### src/pkg/cttd_pkg.sv
// Purpose: constants and types for the test/transfer decode core
// Assumes: 8-bit data, 16-bit addresses, single clock
// Notes: opcodes outside the test/transfer group are local choices
package cttd_pkg;
	typedef logic [7:0]  cttd_byte_t;
	typedef logic [15:0] cttd_word_t;

	// prefix selects the stack-relative form
	localparam cttd_byte_t OPC_PREFIX       = 8'h9E;
	localparam cttd_byte_t OPC_TEST_DIR     = 8'h3D;
	localparam cttd_byte_t OPC_TEST_ACC     = 8'h4D;
	localparam cttd_byte_t OPC_TEST_IDXLO   = 8'h5D;
	localparam cttd_byte_t OPC_TEST_IX1     = 8'h6D;
	localparam cttd_byte_t OPC_TEST_IX      = 8'h7D;
	localparam cttd_byte_t OPC_SP_TO_INDEX  = 8'h95;
	localparam cttd_byte_t OPC_IDXLO_TO_ACC = 8'h9F;
	localparam cttd_byte_t OPC_INDEX_TO_SP  = 8'h94;
	// mode carriers for the remaining addressing forms
	localparam cttd_byte_t OPC_LOAD_EXT     = 8'hC6;
	localparam cttd_byte_t OPC_LOAD_IX2     = 8'hD6;
	localparam cttd_byte_t OPC_MOVE_DIXP    = 8'h5E;
	localparam cttd_byte_t OPC_MOVE_IXPD    = 8'h7E;
	localparam cttd_byte_t OPC_CMPBR_DIR    = 8'h31;
	localparam cttd_byte_t OPC_CMPBR_IX1P   = 8'h61;

	localparam int FLG_V = 7;
	localparam int FLG_H = 4;
	localparam int FLG_I = 3;
	localparam int FLG_N = 2;
	localparam int FLG_Z = 1;
	localparam int FLG_C = 0;

	localparam cttd_byte_t FLAGS_RESET = 8'h68;
	localparam cttd_word_t PC_RESET    = 16'h0000;
	localparam cttd_word_t SP_RESET    = 16'h00FF;
	localparam cttd_word_t IDX_RESET   = 16'h0000;
	localparam cttd_byte_t ACC_RESET   = 8'h00;
	localparam cttd_byte_t ZERO8       = 8'h00;
	localparam cttd_byte_t DIRECT_PAGE = 8'h00;
	localparam cttd_word_t ONE16       = 16'h0001;

	typedef enum logic [2:0] {
		op_none, op_test_neg_zero, op_sp_to_index_xfer, op_idxlo_to_acc_xfer,
		op_index_to_sp_xfer, op_load_acc, op_move, op_cmp_branch
	} cttd_op_t;

	typedef enum logic [3:0] {
		md_inh, md_acc, md_idxlo, md_dir, md_ext, md_idx_none, md_idx_short,
		md_idx_long, md_stk_short, md_stk_long, md_idx_short_postinc,
		md_dir_to_idx_postinc, md_idx_postinc_to_dir
	} cttd_mode_t;

	typedef enum logic [2:0] {st_fetch, st_opnd, st_read, st_write, st_xfer} cttd_state_t;
endpackage : cttd_pkg

### src/cttd_core.sv
// Purpose: decode/execute core for test and transfer instructions
// Assumes: memory answers mem_rdata in the same cycle as mem_rd
// Notes: unknown opcodes execute as one-cycle no-ops
// Function
// - test subtracts zero, clears V, sets N Z
// - test opcodes map to their addressing modes
// - sp-to-index loads sp plus one, two cycles
// - index low to accumulator, one cycle
// - index-to-sp loads index minus one, two cycles
// - prefix byte selects stack-relative instruction form
// - stack short mode: sp plus unsigned byte
// - stack long mode: sp plus two-byte offset
// - indexed long mode: index plus offset, high first
// - extended mode: address high byte then low
// - indexed short postinc: index plus byte, increment
// - direct-to-indexed move, then index incremented
// - indexed-to-direct move, then index incremented
// - branch test: direct byte then relative offset
`timescale 1ns/1ps
module cttd_core (
	// clock and reset
	input  wire logic         clk,
	input  wire logic         rst_n,
	// memory bus
	output logic              mem_rd,
	output logic              mem_wr,
	output cttd_pkg::cttd_word_t mem_addr,
	output cttd_pkg::cttd_byte_t mem_wdata,
	input  wire cttd_pkg::cttd_byte_t mem_rdata,
	// processor state
	output cttd_pkg::cttd_byte_t acc,
	output cttd_pkg::cttd_word_t idx,
	output cttd_pkg::cttd_word_t sp,
	output cttd_pkg::cttd_word_t pc,
	output cttd_pkg::cttd_byte_t condition_flags,
	output logic              instr_done
);
	import cttd_pkg::*;

	cttd_state_t state, next_state;
	cttd_op_t    op, next_op, dec_op;
	cttd_mode_t  mode, next_mode, dec_mode;
	logic        pre, next_pre;
	logic [1:0]  cnt, next_cnt;
	cttd_byte_t  b1, next_b1, b2, next_b2, data, next_data, next_acc, next_flags;
	cttd_word_t  next_idx, next_sp, next_pc, src_addr, dst_addr;

	function automatic logic [1:0] op_len(cttd_op_t o, cttd_mode_t m);
		logic [1:0] n;
		unique case (m)
			md_ext, md_idx_long, md_stk_long:   n = 2'd2;
			md_inh, md_acc, md_idxlo, md_idx_none: n = 2'd0;
			default:                             n = 2'd1;
		endcase
		if (o == op_cmp_branch)
			n = n + 2'd1;
		return n;
	endfunction : op_len

	// operand minus zero; V forced clear, H I C untouched
	function automatic cttd_byte_t nz_flags(cttd_byte_t f, cttd_byte_t r);
		cttd_byte_t res;
		res = r - ZERO8;
		f[FLG_V] = 1'b0;
		f[FLG_N] = res[7];
		f[FLG_Z] = (res == ZERO8);
		return f;
	endfunction : nz_flags

	// decode of the byte on the bus, qualified by the prefix
	always_comb begin
		dec_op = op_none;
		dec_mode = md_inh;
		unique case ({pre, mem_rdata})
			{1'b0, OPC_TEST_DIR}: begin
				dec_op = op_test_neg_zero;
				dec_mode = md_dir;
			end
			{1'b0, OPC_TEST_ACC}: begin
				dec_op = op_test_neg_zero;
				dec_mode = md_acc;
			end
			{1'b0, OPC_TEST_IDXLO}: begin
				dec_op = op_test_neg_zero;
				dec_mode = md_idxlo;
			end
			{1'b0, OPC_TEST_IX1}: begin
				dec_op = op_test_neg_zero;
				dec_mode = md_idx_short;
			end
			{1'b0, OPC_TEST_IX}: begin
				dec_op = op_test_neg_zero;
				dec_mode = md_idx_none;
			end
			{1'b1, OPC_TEST_IX1}: begin
				dec_op = op_test_neg_zero;
				dec_mode = md_stk_short;
			end
			{1'b0, OPC_SP_TO_INDEX}:  dec_op = op_sp_to_index_xfer;
			{1'b0, OPC_IDXLO_TO_ACC}: dec_op = op_idxlo_to_acc_xfer;
			{1'b0, OPC_INDEX_TO_SP}:  dec_op = op_index_to_sp_xfer;
			{1'b0, OPC_LOAD_EXT}: begin
				dec_op = op_load_acc;
				dec_mode = md_ext;
			end
			{1'b0, OPC_LOAD_IX2}: begin
				dec_op = op_load_acc;
				dec_mode = md_idx_long;
			end
			{1'b1, OPC_LOAD_IX2}: begin
				dec_op = op_load_acc;
				dec_mode = md_stk_long;
			end
			{1'b0, OPC_MOVE_DIXP}: begin
				dec_op = op_move;
				dec_mode = md_dir_to_idx_postinc;
			end
			{1'b0, OPC_MOVE_IXPD}: begin
				dec_op = op_move;
				dec_mode = md_idx_postinc_to_dir;
			end
			{1'b0, OPC_CMPBR_DIR}: begin
				dec_op = op_cmp_branch;
				dec_mode = md_dir;
			end
			{1'b0, OPC_CMPBR_IX1P}: begin
				dec_op = op_cmp_branch;
				dec_mode = md_idx_short_postinc;
			end
			default: dec_op = op_none;
		endcase
	end

	// effective addresses from the collected operand bytes
	always_comb begin
		unique case (mode)
			md_ext:       src_addr = {b1, b2};
			md_idx_none,
			md_idx_postinc_to_dir: src_addr = idx;
			md_idx_short,
			md_idx_short_postinc:  src_addr = idx + {ZERO8, b1};
			md_idx_long:  src_addr = idx + {b1, b2};
			md_stk_short: src_addr = sp + {ZERO8, b1};
			md_stk_long:  src_addr = sp + {b1, b2};
			default:      src_addr = {DIRECT_PAGE, b1};
		endcase
		dst_addr = (mode == md_dir_to_idx_postinc) ? idx : {DIRECT_PAGE, b1};
	end

	always_comb begin
		next_state = state;
		next_op = op;
		next_mode = mode;
		next_pre = pre;
		next_cnt = cnt;
		next_b1 = b1;
		next_b2 = b2;
		next_data = data;
		next_acc = acc;
		next_idx = idx;
		next_sp = sp;
		next_pc = pc;
		next_flags = condition_flags;
		mem_rd = 1'b0;
		mem_wr = 1'b0;
		mem_addr = pc;
		instr_done = 1'b0;
		unique case (state)
			st_fetch: begin
				mem_rd = 1'b1;
				next_pc = pc + ONE16;
				if (!pre && mem_rdata == OPC_PREFIX) begin
					next_pre = 1'b1;
				end else begin
					next_pre = 1'b0;
					next_op = dec_op;
					next_mode = dec_mode;
					next_cnt = 2'd0;
					if (dec_op == op_test_neg_zero && dec_mode == md_acc) begin
						next_flags = nz_flags(condition_flags, acc);
						instr_done = 1'b1;
					end else if (dec_op == op_test_neg_zero && dec_mode == md_idxlo) begin
						next_flags = nz_flags(condition_flags, idx[7:0]);
						instr_done = 1'b1;
					end else if (dec_op == op_idxlo_to_acc_xfer) begin
						next_acc = idx[7:0];
						instr_done = 1'b1;
					end else if (dec_op == op_none) begin
						instr_done = 1'b1;
					end else if (dec_op == op_sp_to_index_xfer || dec_op == op_index_to_sp_xfer) begin
						next_state = st_xfer;
					end else if (op_len(dec_op, dec_mode) != 2'd0) begin
						next_state = st_opnd;
					end else begin
						next_state = st_read;
					end
				end
			end
			st_opnd: begin
				mem_rd = 1'b1;
				next_pc = pc + ONE16;
				// first byte is the high half of any two-byte field
				if (cnt == 2'd0)
					next_b1 = mem_rdata;
				else
					next_b2 = mem_rdata;
				next_cnt = cnt + 2'd1;
				if (cnt + 2'd1 == op_len(op, mode))
					next_state = st_read;
			end
			st_read: begin
				mem_rd = 1'b1;
				mem_addr = src_addr;
				next_state = st_fetch;
				instr_done = 1'b1;
				unique case (op)
					op_test_neg_zero: next_flags = nz_flags(condition_flags, mem_rdata);
					op_load_acc: begin
						next_acc = mem_rdata;
						next_flags = nz_flags(condition_flags, mem_rdata);
					end
					op_move: begin
						next_data = mem_rdata;
						next_state = st_write;
						instr_done = 1'b0;
					end
					op_cmp_branch: begin
						// pc already points past the whole instruction
						if (acc == mem_rdata)
							next_pc = pc + {{8{b2[7]}}, b2};
						if (mode == md_idx_short_postinc)
							next_idx = idx + ONE16;
					end
					default: next_state = st_fetch;
				endcase
			end
			st_write: begin
				mem_wr = 1'b1;
				mem_addr = dst_addr;
				next_flags = nz_flags(condition_flags, data);
				next_idx = idx + ONE16;
				next_state = st_fetch;
				instr_done = 1'b1;
			end
			st_xfer: begin
				if (op == op_sp_to_index_xfer)
					next_idx = sp + ONE16;
				else
					next_sp = idx - ONE16;
				next_state = st_fetch;
				instr_done = 1'b1;
			end
		endcase
	end

	always_ff @(posedge clk or negedge rst_n) begin
		if (!rst_n) begin
			state <= st_fetch;
			op <= op_none;
			mode <= md_inh;
			pre <= 1'b0;
			cnt <= 2'd0;
			b1 <= ZERO8;
			b2 <= ZERO8;
			data <= ZERO8;
			acc <= ACC_RESET;
			idx <= IDX_RESET;
			sp <= SP_RESET;
			pc <= PC_RESET;
			condition_flags <= FLAGS_RESET;
		end else begin
			state <= next_state;
			op <= next_op;
			mode <= next_mode;
			pre <= next_pre;
			cnt <= next_cnt;
			b1 <= next_b1;
			b2 <= next_b2;
			data <= next_data;
			acc <= next_acc;
			idx <= next_idx;
			sp <= next_sp;
			pc <= next_pc;
			condition_flags <= next_flags;
		end
	end

	assign mem_wdata = data;

	logic fetch_op;
	assign fetch_op = state == st_fetch && !pre && mem_rdata != OPC_PREFIX;
endmodule : cttd_core

### config.mk
export PLATFORM = sky130hd
export DESIGN_NAME = cttd_core
export DESIGN_NICKNAME = d
export VERILOG_FILES = /design/src/pkg/cttd_pkg.sv /design/src/cttd_core.sv
export SDC_FILE = /design/constraint.sdc
export NUM_CORES = 1
export LEC_CHECK = 0
export BUFFER_PORTS_ARGS = -buffer_cell sky130_fd_sc_hd__buf_2
export CORE_UTILIZATION = 40
export DETAILED_ROUTE_END_ITERATION = 7
export SYNTH_ARGS = -nofsm -noshare
export SYNTH_HDL_FRONTEND = slang
export SYNTH_SLANG_ARGS = --single-unit
### constraint.sdc
create_clock -name clk -period 4.95 [get_ports clk]
set_input_delay 0.2475 -clock clk [delete_from_list [all_inputs] [get_ports clk]]
set_output_delay 0.2475 -clock clk [all_outputs]
set_load 0.01 [all_outputs]
==> results.json <==
{
  "status": "finished clean",
  "required_ns": 4.70,
  "port_buffers": 94,
  "cts_root_buffer": "clkbuf_16",
  "synth_commonest_cells": "nand2_1, dfrtp_1, nor2_1",
  "ir_worst_vdd_mv": 0.210,
  "cts.sinks": 95,
  "netlist_area_mm2": 0.00869,
  "num_rows": 53,
  "antennaDiodeCount": 0,
  "finalClockSkew_ns": 0.00967,
  "grt_max_degree": 60,
  "num-nets-final": 1162,
  "die_x_um": 149,
  "dr.first_iter.drc_count": 729,
  "tightest_slew_ns": 1.08,
  "ios": 101,
  "async_flop_share": 1.00,
  "grt_use_total": 0.241,
  "slew_headroom": 0.272,
  "finalHoldViolations": 0,
  "fin_crit_ns": 4.29,
  "crit_path_start_kind": "flip-flop",
  "grt_first_pass_wirelength_mm": 41.8,
  "area_growth_pct": 11.2,
  "avgSynthCellArea_um2": 8.32,
  "design_area_mm2": 0.00967,
  "synth-main-ff-cell": "dfrtp_1",
  "fillers": 2079,
  "cts_buffer_depth": 2,
  "critical_path_class": "reg -> out",
  "critPathMaxFanout": 17,
  "synth_area_leaders": "dfrtp_1, ha_1, mux2_2, nand2_1, xnor2_1",
  "place_ws_ns": 1.08,
  "yosysTopAreaCellShare": 0.251,
  "dpl.hpwl_mm": 19.3,
  "max_freq_ghz": 0.233,
  "max_cap_viol_count": 0,
  "synth_seq_cells": 95,
  "arrival_ns": 4.05,
  "clk_pin_slew_ns": 0.08,
  "yosys.cell_types.count": 79,
  "wire_per_inst_um": 19.0,
  "finalCritPeriodShare": 0.868,
  "drt_wl_total_mm": 26.2,
  "die_h_um": 149,
  "grt_overflow": 0,
  "ctsHtreeMaxLevel": 3,
  "tritoncts": "built",
  "first_pass_iters": 6,
  "p_per_area_mw_per_mm2": 532,
  "hp-class": "in -> reg",
  "multiInputGateArea_mm2": 0.00594,
  "dieArea_mm2": 0.0223,
  "leakage_uw": 0.00442,
  "endpoint_kind": "output pin",
  "power.total_uw": 5150,
  "seq_area_frac_synth": 0.275,
  "synth_edf_count": 0,
  "cts_inserted_buffers": 9,
  "drive_above_1_share": 0.180,
  "drv_slew": 0,
  "syn-instance-count": 1044,
  "antenna_found_initial": 0,
  "final_antenna_net_count": 0,
  "setup_ws_ns": 0.655,
  "first_global_vias": 7423,
  "drc": 0,
  "finalSetupViolCount": 0,
  "synth_top_cell_by_area": "dfrtp_1",
  "holdWs_ns": 0.356,
  "routed-via-count": 8171,
  "regArea_mm2": 0.00239,
  "yosysMostFrequentCell": "nand2_1",
  "gp_congestion": 0.960,
  "clk_latency_ns": 0.37,
  "core_mm2": 0.0212,
  "cts_setup_buffers": 0,
  "yosysWarningCount": 0,
  "vias_per_cell": 5.93,
  "start_util": 0.411,
  "rsz0062_at_grt": "no",
  "fin_setup_tns_ns": 0,
  "post_dp_cell_area_mm2": 0.00936
}
worst paths after layout:
kind / from / to / slack [ns] / cells past startpoint
worst max-delay path: mode[0]$_DFFE_PN0P_ / mem_addr[12] / 0.66 / 16
worst min-delay path: mem_rdata[0] / acc[0]$_DFFE_PN0P_ / 0.36 / 3
worst max register to register: state[2]$_DFFE_PN0P_ / pc[15]$_DFFE_PN0P_ / 1.27 / 12
worst min register to register: cnt[1]$_DFFE_PN0P_ / cnt[1]$_DFFE_PN0P_ / 0.49 / 1
max in group asynchronous: rst_n / pc[9]$_DFFE_PN0P_ / 3.43 / 3
min in group asynchronous: rst_n / mem_wdata[3]$_DFFE_PN0P_ / 0.50 / 2
worst max-delay path: stages, from the launching register on:
cell      delay (ns)
dfrtp_1         0.67
nand2_1         0.16
nor2_1          0.13
buf_4           0.23
mux2_2          0.18
ha_1            0.18
inv_1           0.06
fa_1            0.39
nand2b_1        0.18
a21o_1          0.19
a211oi_1        0.29
or2_1           0.19
a31oi_1         0.12
xnor2_1         0.15
a221oi_1        0.32
o21ai_1         0.10
buf_2           0.14
registers in the layout, summed over array words and instances (netlist names), 4 cells and up:
register,cells
pc,16
b2,8
idx,16
sp,16
mode,4
mem_wdata,8
b1,8
acc,8
layout by cell type, fill, tap and decap left out, types with 24 or more instances in the layout:
cell,Yosys,routed
xnor2_1,40,40
ha_1,50,50
xor2_1,24,24
o21ai_1,43,42
inv_1,24,24
nand2_1,102,102
mux2_2,50,50
a21oi_1,56,56
mux2i_1,27,27
dfrtp_1,87,87
nor2_1,69,69
nor3_1,34,34
buf_2,3,93
o21ai_0,42,42
logic make-up (layout without fill, tap and decap cells):
kind of cell / after synthesis / count (layout) / share of synthesized area
simple gates: 358 / 358 / 0.210
compound gates: 291 / 291 / 0.219
flops: 95 / 95 / 0.275
buf+inv: 95 / 151 / 0.0441
mux: 86 / 86 / 0.108
xor+xnor: 64 / 64 / 0.0645
fa+ha+maj: 53 / 53 / 0.0789
other cells: 2 / 6 / 0.000864
layer usage:
layer,up-vias,part of all wire,track usage
met5,-,0,0
met4,0,0.017,0.0689
met3,28,0.055,0.0229
met2,271,0.44,0.367
met1,3925,0.49,0.358
li1,3947,-,-
area by class of cell:
| class | count | share of cell area |
|---|---|---|
| sequential | 95 | 0.247 |
| multi-input combinational | 858 | 0.615 |
| clock buffer | 10 | 0.0247 |
| tap | 275 | 0.0356 |
| clock inverter | 6 | 0.00621 |
| timing repair buffer | 111 | 0.0624 |
| inverter | 24 | 0.00932 |
per-stage QoR:
step | instances | util
6_report | 1379 | 0.457
2_1_floorplan | 1048 | -
4_1_cts | 1379 | 0.457
5_1_grt | 1379 | 0.457
3_3_place_gp | 1362 | 0.442
3_5_place_dp | 1362 | 0.442
power breakdown:
| part | leakage (µW) | internal (µW) | switching (µW) |
|---|---|---|---|
| sequential | 0.00120 | 1080 | 529 |
| combinational | 0.00308 | 1340 | 1480 |
| clock | 0.000140 | 367 | 363 |
what timing repair did:
item / 4_1_cts / 5_1_grt
endpoints found under the hold margin: 50 / 0
hold buffers: 1 / 0
gates resized for setup: 0 / 0
(Power assumes the default switching activity.)
